===== src/pkg/rcto_map.vh =====
// Purpose: constants for the calibration and test-output block
// Assumes: 8-bit control register at serial address 7
// Notes:   bit positions, reset value and divider counts
`ifndef RCTO_MAP_VH
`define RCTO_MAP_VH

// register address and reset value
`define RCTO_CTRL_ADDR      3'h7
`define RCTO_CTRL_RESET     8'h80

// control register fields
`define RCTO_MAG_MSB        4
`define RCTO_MAG_LSB        0
`define RCTO_SIGN_BIT       5
`define RCTO_FT_BIT         6
`define RCTO_OUT_BIT        7

// divider chain
`define RCTO_STAGE1_MAX     8'hff
`define RCTO_STAGE1_SKIP    8'h80
`define RCTO_STAGE2_MAX     7'h7f
`define RCTO_TEST_HALF_MAX  5'h1f
`define RCTO_SEC_MAX        6'h3b
`define RCTO_CYCLE_MAX      6'h3f
`define RCTO_CYCLE_ELIGIBLE 6'h3e
`define RCTO_CORR_SECOND    6'h00

// sys clocks without an oscillator edge before the pin is released in test mode
`define RCTO_ALIVE_MAX      8'hff

`endif


===== src/verilog/rcto_top.v =====
// Purpose: digital calibration and open-drain test/level output of an rtc
// Assumes: 32768 Hz oscillator arrives as a pin and is sampled on sys_clk_i
// Notes:   one second pulse per corrected or plain second is sent out
//
// Operation
// RULE1: calibration adds or removes counts at the divide-by-256 stage only.
// RULE2: control bits 4..0 hold calibration magnitude 0 to 31.
// RULE3: control bit 5 chooses sign: one lengthens, zero shortens seconds.
// RULE4: 64-minute cycle; first 62 minutes eligible; one second per minute.
// RULE5: negative shortens second by 128 cycles; positive lengthens by 256.
// RULE6: magnitude N corrects exactly the first 2N minutes of the cycle.
// RULE7: test bit set and oscillator running toggles the pin at 512 Hz.
// RULE8: 512 Hz output taken before correction, unaffected by calibration.
// RULE9: test bit clear drives the pin from control bit 7; zero pulls low.
// RULE10: pin is open drain: only pulled low, otherwise released.
// RULE11: at power-up test bit clears to zero and level bit sets to one.
// RULE12: control register at address 7 is reachable on its own.
// RULE13: cycle advances on own minute rollovers; one fixed second corrected.
`timescale 1ns/1ps
`include "rcto_map.vh"

module rcto_top
(
  // clock and reset
  input  wire       sys_clk_i,
  input  wire       rst_n_i,
  // oscillator pin
  input  wire       osc_clk_i,
  // register port from the serial slave
  input  wire [2:0] reg_addr_i,
  input  wire       reg_we_i,
  input  wire [7:0] reg_wdata_i,
  output reg  [7:0] reg_rdata_o,
  // timekeeping strobe
  output reg        sec_tick_o,
  // shared open-drain pin
  output reg        test_or_level_pin_o,
  output reg        test_or_level_pin_oe_o
);

  // address decode shared by write and read paths
  function is_ctrl_addr;
    input [2:0] addr;
    begin
      is_ctrl_addr = (addr == `RCTO_CTRL_ADDR);
    end
  endfunction

  reg  [7:0] calibration_and_output_control;
  reg        osc_sync1;
  reg        osc_sync2;
  reg        osc_prev;
  reg  [7:0] stage1;
  reg  [6:0] stage2;
  reg  [5:0] sec_cnt;
  reg  [5:0] cycle_pos;
  reg        corr_done;
  reg        split_pend;
  reg  [4:0] test_cnt;
  reg        test_wave;
  reg        osc_alive;
  reg  [7:0] alive_cnt;
  reg  [7:0] next_stage1;
  reg        stage1_carry;
  reg        do_corr;

  wire       osc_edge;
  wire [4:0] cal_mag;
  wire       cal_sign;
  wire       freq_test_enable;
  wire       out_level;
  wire [6:0] corr_minutes;
  wire       minute_eligible;

  assign osc_edge         = osc_sync2 & ~osc_prev;
  assign cal_mag          = calibration_and_output_control[`RCTO_MAG_MSB:`RCTO_MAG_LSB];
  assign cal_sign         = calibration_and_output_control[`RCTO_SIGN_BIT];
  assign freq_test_enable = calibration_and_output_control[`RCTO_FT_BIT];
  assign out_level        = calibration_and_output_control[`RCTO_OUT_BIT];

  // RULE6: first 2N minutes
  assign corr_minutes     = {1'b0, cal_mag, 1'b0};
  // RULE4: only first 62 minutes
  assign minute_eligible  = ({1'b0, cycle_pos} < corr_minutes) &&
                            (cycle_pos < `RCTO_CYCLE_ELIGIBLE);

  // oscillator pin synchroniser
  always @(posedge sys_clk_i)
  begin
    if (!rst_n_i)
    begin
      osc_sync1 <= 1'b0;
      osc_sync2 <= 1'b0;
      osc_prev  <= 1'b0;
    end
    else
    begin
      osc_sync1 <= osc_clk_i;
      osc_sync2 <= osc_sync1;
      osc_prev  <= osc_sync2;
    end
  end

  // RULE12: control register alone at its address
  always @(posedge sys_clk_i)
  begin
    if (!rst_n_i)
    begin
      // RULE11: test bit low, level bit high
      calibration_and_output_control <= `RCTO_CTRL_RESET;
      reg_rdata_o                    <= 8'h00;
    end
    else
    begin
      // RULE2: magnitude and control bits stored
      if (reg_we_i && is_ctrl_addr(reg_addr_i))
        calibration_and_output_control <= reg_wdata_i;
      if (is_ctrl_addr(reg_addr_i))
        reg_rdata_o <= calibration_and_output_control;
      else
        reg_rdata_o <= 8'h00;
    end
  end

  // corrected second is a fixed second of an eligible minute
  always @*
  begin
    do_corr = minute_eligible && !corr_done && (sec_cnt == `RCTO_CORR_SECOND) &&
              (cal_mag != 5'h00);
  end

  // RULE1: correction at the divide-by-256 stage
  always @*
  begin
    next_stage1  = stage1 + 8'h01;
    stage1_carry = (stage1 == `RCTO_STAGE1_MAX);
    if (stage1_carry && do_corr && !cal_sign)
      // RULE5: blanking skips 128 counts
      next_stage1 = `RCTO_STAGE1_SKIP;
  end

  // divider chain, seconds, minutes and 64-minute cycle
  always @(posedge sys_clk_i)
  begin
    if (!rst_n_i)
    begin
      stage1     <= 8'h00;
      stage2     <= 7'h00;
      sec_cnt    <= 6'h00;
      cycle_pos  <= 6'h00;
      corr_done  <= 1'b0;
      split_pend <= 1'b0;
      sec_tick_o <= 1'b0;
    end
    else
    begin
      sec_tick_o <= 1'b0;
      if (osc_edge)
      begin
        stage1 <= next_stage1;
        if (stage1_carry)
        begin
          if (do_corr)
          begin
            corr_done <= 1'b1;
            // RULE3: sign picks lengthen or shorten
            if (cal_sign)
              split_pend <= 1'b1;
          end
          if (split_pend)
            // RULE5: split pulse adds 256 cycles
            split_pend <= 1'b0;
          else if (stage2 == `RCTO_STAGE2_MAX)
          begin
            stage2     <= 7'h00;
            sec_tick_o <= 1'b1;
            if (sec_cnt == `RCTO_SEC_MAX)
            begin
              sec_cnt   <= 6'h00;
              corr_done <= 1'b0;
              // RULE13: cycle steps on own minute rollover
              if (cycle_pos == `RCTO_CYCLE_MAX)
                cycle_pos <= 6'h00;
              else
                cycle_pos <= cycle_pos + 6'h01;
            end
            else
              sec_cnt <= sec_cnt + 6'h01;
          end
          else
            stage2 <= stage2 + 7'h01;
        end
      end
    end
  end

  // RULE8: 512 Hz taken straight from the oscillator
  always @(posedge sys_clk_i)
  begin
    if (!rst_n_i)
    begin
      test_cnt  <= 5'h00;
      test_wave <= 1'b1;
    end
    else if (osc_edge)
    begin
      test_cnt <= test_cnt + 5'h01;
      if (test_cnt == `RCTO_TEST_HALF_MAX)
        test_wave <= ~test_wave;
    end
  end

  // oscillator running detector, times out after 256 sys clocks without edge
  always @(posedge sys_clk_i)
  begin
    if (!rst_n_i)
    begin
      alive_cnt <= 8'h00;
      osc_alive <= 1'b0;
    end
    else if (osc_edge)
    begin
      alive_cnt <= 8'h00;
      osc_alive <= 1'b1;
    end
    else if (alive_cnt == `RCTO_ALIVE_MAX)
      osc_alive <= 1'b0;
    else
      alive_cnt <= alive_cnt + 8'h01;
  end

  // shared pin drive
  always @(posedge sys_clk_i)
  begin
    if (!rst_n_i)
    begin
      test_or_level_pin_o    <= 1'b0;
      test_or_level_pin_oe_o <= 1'b0;
    end
    else
    begin
      // RULE10: only ever drives low
      test_or_level_pin_o <= 1'b0;
      if (freq_test_enable)
        // RULE7: square wave while oscillator runs
        test_or_level_pin_oe_o <= osc_alive & ~test_wave;
      else
        // RULE9: level bit, zero pulls low
        test_or_level_pin_oe_o <= ~out_level;
    end
  end

endmodule


===== config.mk =====
export PLATFORM = sky130hd
export DESIGN_NAME = rcto_top
export DESIGN_NICKNAME = d
export VERILOG_FILES = /design/src/verilog/rcto_top.v
export VERILOG_INCLUDE_DIRS = /design/src /design/src/pkg
export SDC_FILE = /design/constraint.sdc
export NUM_CORES = 1
export LEC_CHECK = 0
export ABC_AREA = 1
export BUFFER_PORTS_ARGS = -buffer_cell sky130_fd_sc_hd__buf_4
export CORE_UTILIZATION = 42
export DETAILED_ROUTE_END_ITERATION = 8
export GPL_TIMING_DRIVEN = 0
export PLACE_DENSITY_LB_ADDON = 0.25
export SYNTH_ARGS = -nofsm -noshare
export SYNTH_HDL_FRONTEND = slang
export SYNTH_SLANG_ARGS = --single-unit

===== constraint.sdc =====
create_clock -name sys_clk_i -period 2.72 [get_ports sys_clk_i]
set_input_delay 0.136 -clock sys_clk_i [delete_from_list [all_inputs] [get_ports sys_clk_i]]
set_output_delay 0.136 -clock sys_clk_i [all_outputs]
set_load 0.02 [all_outputs]

# Word level (Yosys, flattened, before mapping)
# Cells that the tools add are included.
# op_classes
addsub,6
muxes,15
magnitude_cmp,2
reduce_logical,20
eq_ne,7
n_bitwise,9
# ops
operator,n
$add A8 B1 Y8 const B,2
$eq A8 B8 Y1 const B,2
$add A6 B1 Y6 const B,2
$eq A6 B6 Y1 const B,2
$mux W6,2
$mux W1,11
$mux W8,1
$add A7 B1 Y7 const B,1
$eq A7 B7 Y1 const B,1
$logic_and A1 B1 Y1,7
$mux W7,1
$not A1 Y1,7
$logic_not A6 Y1,1
$lt A6 B6 Y1,1
$lt A6 B6 Y1 const B,1
$reduce_and A2 Y1,3
$add A5 B1 Y5 const B,1
$eq A5 B5 Y1 const B,1
$reduce_and A5 Y1,1
$reduce_bool A5 Y1,1
$reduce_and A4 Y1,1
$reduce_or A4 Y1,1
$eq A3 B3 Y1 const B,1
$reduce_and A3 Y1,1
4 further kinds,6
# totals
register_bits,65
output_inout_bits,11
input_bits,15
wordCells,76

# Logic depth before layout (Yosys ltp)
# depth
depth_word,9
mapped_depth,10
depth_no_buf,10

# Worst setup path before layout
# OpenSTA, ideal clock, no wires.
# synth_path
path_kind,reg-to-reg
from,reg sec_cnt[0]
to,reg cycle_pos[0]
path_buffers,0
setup_ns,0.128
period_less_slack_ns,1.426
arrival_ns,1.298
setup_slack_ns,1.294
path_stages_with_launch,10
required_time_ns,2.592
path_cell_list,dfxtp_1 > ha_1 > inv_1 > or2_1 > nor2_2 > nand3_4 > clkinv_4 > nor2_1 > nor2_1 > nor2_1
# synth_via
elab_chain_len,2
# synth_rtl
element,line,text
from (decl),rcto_top.v:55,reg [5:0] sec_cnt;
from (signal assigned),rcto_top.v:188,sec_cnt <= sec_cnt + 6'h01;
$eq A6 B6 Y1 (no line),--,
$reduce_and A5 Y1 (no line),--,
to (signal assigned),rcto_top.v:185,cycle_pos <= cycle_pos + 6'h01;
to (decl),rcto_top.v:56,reg [5:0] cycle_pos;
# No other way between the ends.
# A chain may end at the register's enable or synchronous reset.

# Final worst setup path
# layout_path
from,reg sec_cnt[0]
to,reg sec_cnt[5]
# layout_via
elab_chain_len,2
word_cells_on_any_way,3
cone_classes,1 x add/sub; 1 x eq/ne; 1 x mux
# layout_rtl
element,line,text
$add A6 B1 Y6 or $eq A6 B6 Y1 (tied branches),--,
$mux W6 (*),rcto_top.v:177,if (sec_cnt == `RCTO_SEC_MAX)
# Every way passes the cells marked *; elsewhere a longest branch is shown, timed or not.

==> results.sh <==
export IMPL_status="finished, final reports clean"
export IMPL_synth_seq_cells=65
export IMPL_finalClockSkew_ns=0.00783
export IMPL_routabilityCongestion=0.810
export IMPL_clock_sinks=65
export IMPL_ctsResizeCount=0
export IMPL_numPortBuffers=24
export IMPL_reg2reg_from="sec_cnt[0]$_SDFFE_PN0P_"
export IMPL_track_usage_pct=17.3
export IMPL_vias_per_cell=4.79
export IMPL_synthAdderAreaFrac_pct=4.89
export IMPL_globalRouteOverflowTotal=0
export IMPL_cp_cell_sequence="ha_1 > inv_1 > or2_1 > nor2_2 > inv_1 > nand3_1 > nor2_1 > nor2_1 > nor2_1"
export IMPL_fin_tns_setup_ns=0
export IMPL_ant_nets=0
export IMPL_crit_path_max_fanout=5
export IMPL_num_vias=2608
export IMPL_tightest_slew_ns=0.602
export IMPL_grt_max_degree=11
export IMPL_synthArstFlopShare_pct=0
export IMPL_hold_slack_ns=0.0449
export IMPL_multi_input_area_um2=1520
export IMPL_fin_crit_ns=1.64
export IMPL_max_stage_delay_ns=0.37
export IMPL_syn_instance_count=409
export IMPL_insertion_delay_ns=0.34
export IMPL_syn_avg_cell_area_um2=7.51
export IMPL_syn_area_um2=3070
export IMPL_synth_top_area_cell="dfxtp_1"
export IMPL_antenna_found_initial=0
export IMPL_syn_to_final_growth_pct=17.6
export IMPL_stdcell_count=545
export IMPL_core_area_um2=6940
export IMPL_dieArea_um2=7660
export IMPL_min_period_over_period_pct=60.1
export IMPL_postLayoutCellArea_um2=3610
export IMPL_cpMaxStageDelayCell="dfxtp_1"
export IMPL_power_mw=2.03
export IMPL_die_w_um=87.5
export IMPL_cts_buffer_depth=2
export IMPL_grt_pass1_wl_um=10300
export IMPL_rows=30
export IMPL_clkSlewWorstSetupHoldPaths_ns=0.07
export IMPL_ys_seq_area_share_pct=42.4
export IMPL_io_pins=26
export IMPL_initial_core_util_pct=44.2
export IMPL_crit_path_frequent_cell="nor2_1"
export IMPL_cts_made_buffers=9
export IMPL_cp_end_kind="flop"
export IMPL_maxCapViolations=0
export IMPL_yosys_area_share_simple_pct=29.8
export IMPL_nFillCells=669
export IMPL_startpoint_type="flop"
export IMPL_synth_edff_count=0
export IMPL_wl_um=5880
export IMPL_syn_num_nets=436
export IMPL_regArea_um2=1300
export IMPL_path_class="flop to flop"
export IMPL_setup_violations_final=0
export IMPL_dp_cells=529
export IMPL_hp_class="primary input to flop"
export IMPL_synth_top_family_by_area="simple AND/OR/NAND/NOR gates"
export IMPL_post_synth_xor_area_fraction_pct=2.85
export IMPL_avgRoutedWirePerCell_um=10.8
export IMPL_post_cts_buffers=0
export IMPL_p_per_area_nw_per_um2=562
export IMPL_p_leak_nw=1.47
export IMPL_drt_iter0_drc=141
export IMPL_dpl_instance_area_um2=3370
export IMPL_slew_viol_final=0
export IMPL_synth_top_area_share_pct=42.4
export IMPL_grt_pass1_vias=2461
export IMPL_fin_nets=472
export IMPL_cp_startpoint="sec_cnt[0]$_SDFFE_PN0P_"
export IMPL_min_from="reg_wdata_i[7]"
export IMPL_hpwl_um=4310
export IMPL_synth_compound_area_share_pct=11.7
export IMPL_final_layout_size_suffix_gt1_share_pct=16.7
export IMPL_slew_limit_headroom_pct=59.9
export IMPL_synthTopCellsByArea="dfxtp_1 (42%), nand2_1 (9.2%), nor2_1 (6.5%)"
export IMPL_yosys_warnings=0
export IMPL_drc=0
export IMPL_cts_htree_levels=3
export IMPL_worstPathArrival_ns=1.85
export IMPL_ir_worst_vdd_uv=316
export IMPL_final_hold_viol_count=0
export IMPL_ys_types=37
export IMPL_antenna_cells=0
export IMPL_synth_flop_cell="dfxtp_1"
export IMPL_dr_pass1_iters=4
export IMPL_cts_root_buffer_cell="clkbuf_8"
export IMPL_rsz0062_at_grt="no"
export IMPL_crit_required_ns=2.93
export IMPL_cts_tree="built"
export IMPL_die_h_um=87.5
export IMPL_synthMuxAreaShare_pct=0
export IMPL_fmax_mhz=611
per-layer routing:
layer,routed length (um),vias up,track usage (%)
li1,-,1388,-
met1,2770,1188,19.9
met2,2860,23,30.5
met3,165,9,5.50
met4,83,0,5.66
met5,0,-,0
cell families (layout without fill, tap and decap cells):
group	count (synthesis)	count (layout)
flops	65	65
compound gates	67	67
fa+ha+maj	12	12
other cells	1	1
xor+xnor	10	10
buf+inv	64	104
simple gates	190	190
cell usage in the layout, fill, tap and decap left out, drive strengths merged:
master,instances
or2,4
nor4,1
xnor2,3
dlygate4sd3,1
conb,1
o21ai,21
a21oi,41
nand4,6
nand2,83
clkinv,3
clkbuf,17
bufinv,2
dfxtp,65
nor2,64
a221oi,1
a211oi,2
nand3b,1
nor3b,1
ha,12
nor3,5
nand3,25
xor2,7
buf,27
inv,54
a22o,2
critical path: cells and delay by family, from the launching register on:
| kind | cells | cell delay (ns) |
|---|---|---|
| flops | 1 | 0.37 |
| fa+ha+maj | 1 | 0.18 |
| buf+inv | 2 | 0.22 |
| simple gates | 6 | 0.73 |
cells in the mapped netlist, drive strengths merged (2+ instances only):
cell and count:
clkbuf 4, nor2 64, o21ai 21, inv 54, ha 12, nand4 6
dfxtp 65, nand2 83, a22o 2, nor3 5, a211oi 2, a21oi 41
nand3 25, buf 3, xnor2 3, or2 4, xor2 7, clkinv 3
power by group:
group / internal (mW) / switching, mW / total, mW
Sequential: 0.974 / 0.0114 / 0.985
Clock: 0.587 / 0.346 / 0.933
Combinational: 0.0440 / 0.0654 / 0.109
state kept, by name, indices dropped and copies added (netlist names):
signal / count
calibration_and_output_control: 8
osc_prev: 1
osc_alive: 1
stage1: 8
osc_sync1: 1
alive_cnt: 8
osc_sync2: 1
split_pend: 1
stage2: 7
test_cnt: 5
sec_tick_o: 1
reg_rdata_o: 8
test_wave: 1
corr_done: 1
sec_cnt: 6
test_or_level_pin_oe_o: 1
cycle_pos: 6
path summary, 6_finish.rpt:
check | depth (start not counted) | endpoint | slack (ns)
worst min register to register | 2 | osc_sync2$_SDFF_PN0_ | 0.41
worst max register to register | 9 | sec_cnt[5]$_SDFFE_PN0P_ | 1.08
worst max-delay path | 9 | sec_cnt[5]$_SDFFE_PN0P_ | 1.08
worst min-delay path | 3 | calibration_and_output_control[7]$_SDFFE_PN1P_ | 0.04
stage by stage:
step	utilization, %	worst slack, ns
final	52.0	1.08
after global routing	52.0	0.913
after CTS	52.0	1.10
after detailed placement	48.5	1.12
after global placement	48.5	1.13
after floorplan	-	1.29
final cells by class:
| cell class | instances | share of cell area, % |
|---|---|---|
| multi-input cells | 280 | 42.0 |
| repair buffers | 25 | 5.27 |
| clock buffers | 13 | 4.68 |
| inverters | 57 | 6.07 |
| flip-flops and latches | 65 | 36.0 |
| well taps | 96 | 3.33 |
| plain buffers | 7 | 0.971 |
| clock inverters | 2 | 1.66 |
timing repair:
| action | CTS | global route |
|---|---|---|
| setup endpoints to repair | 0 | 0 |
| hold buffers | 1 | 0 |
| hold endpoints to repair | 1 | 0 |
No activity file was read; power rests on OpenSTA's default activity.
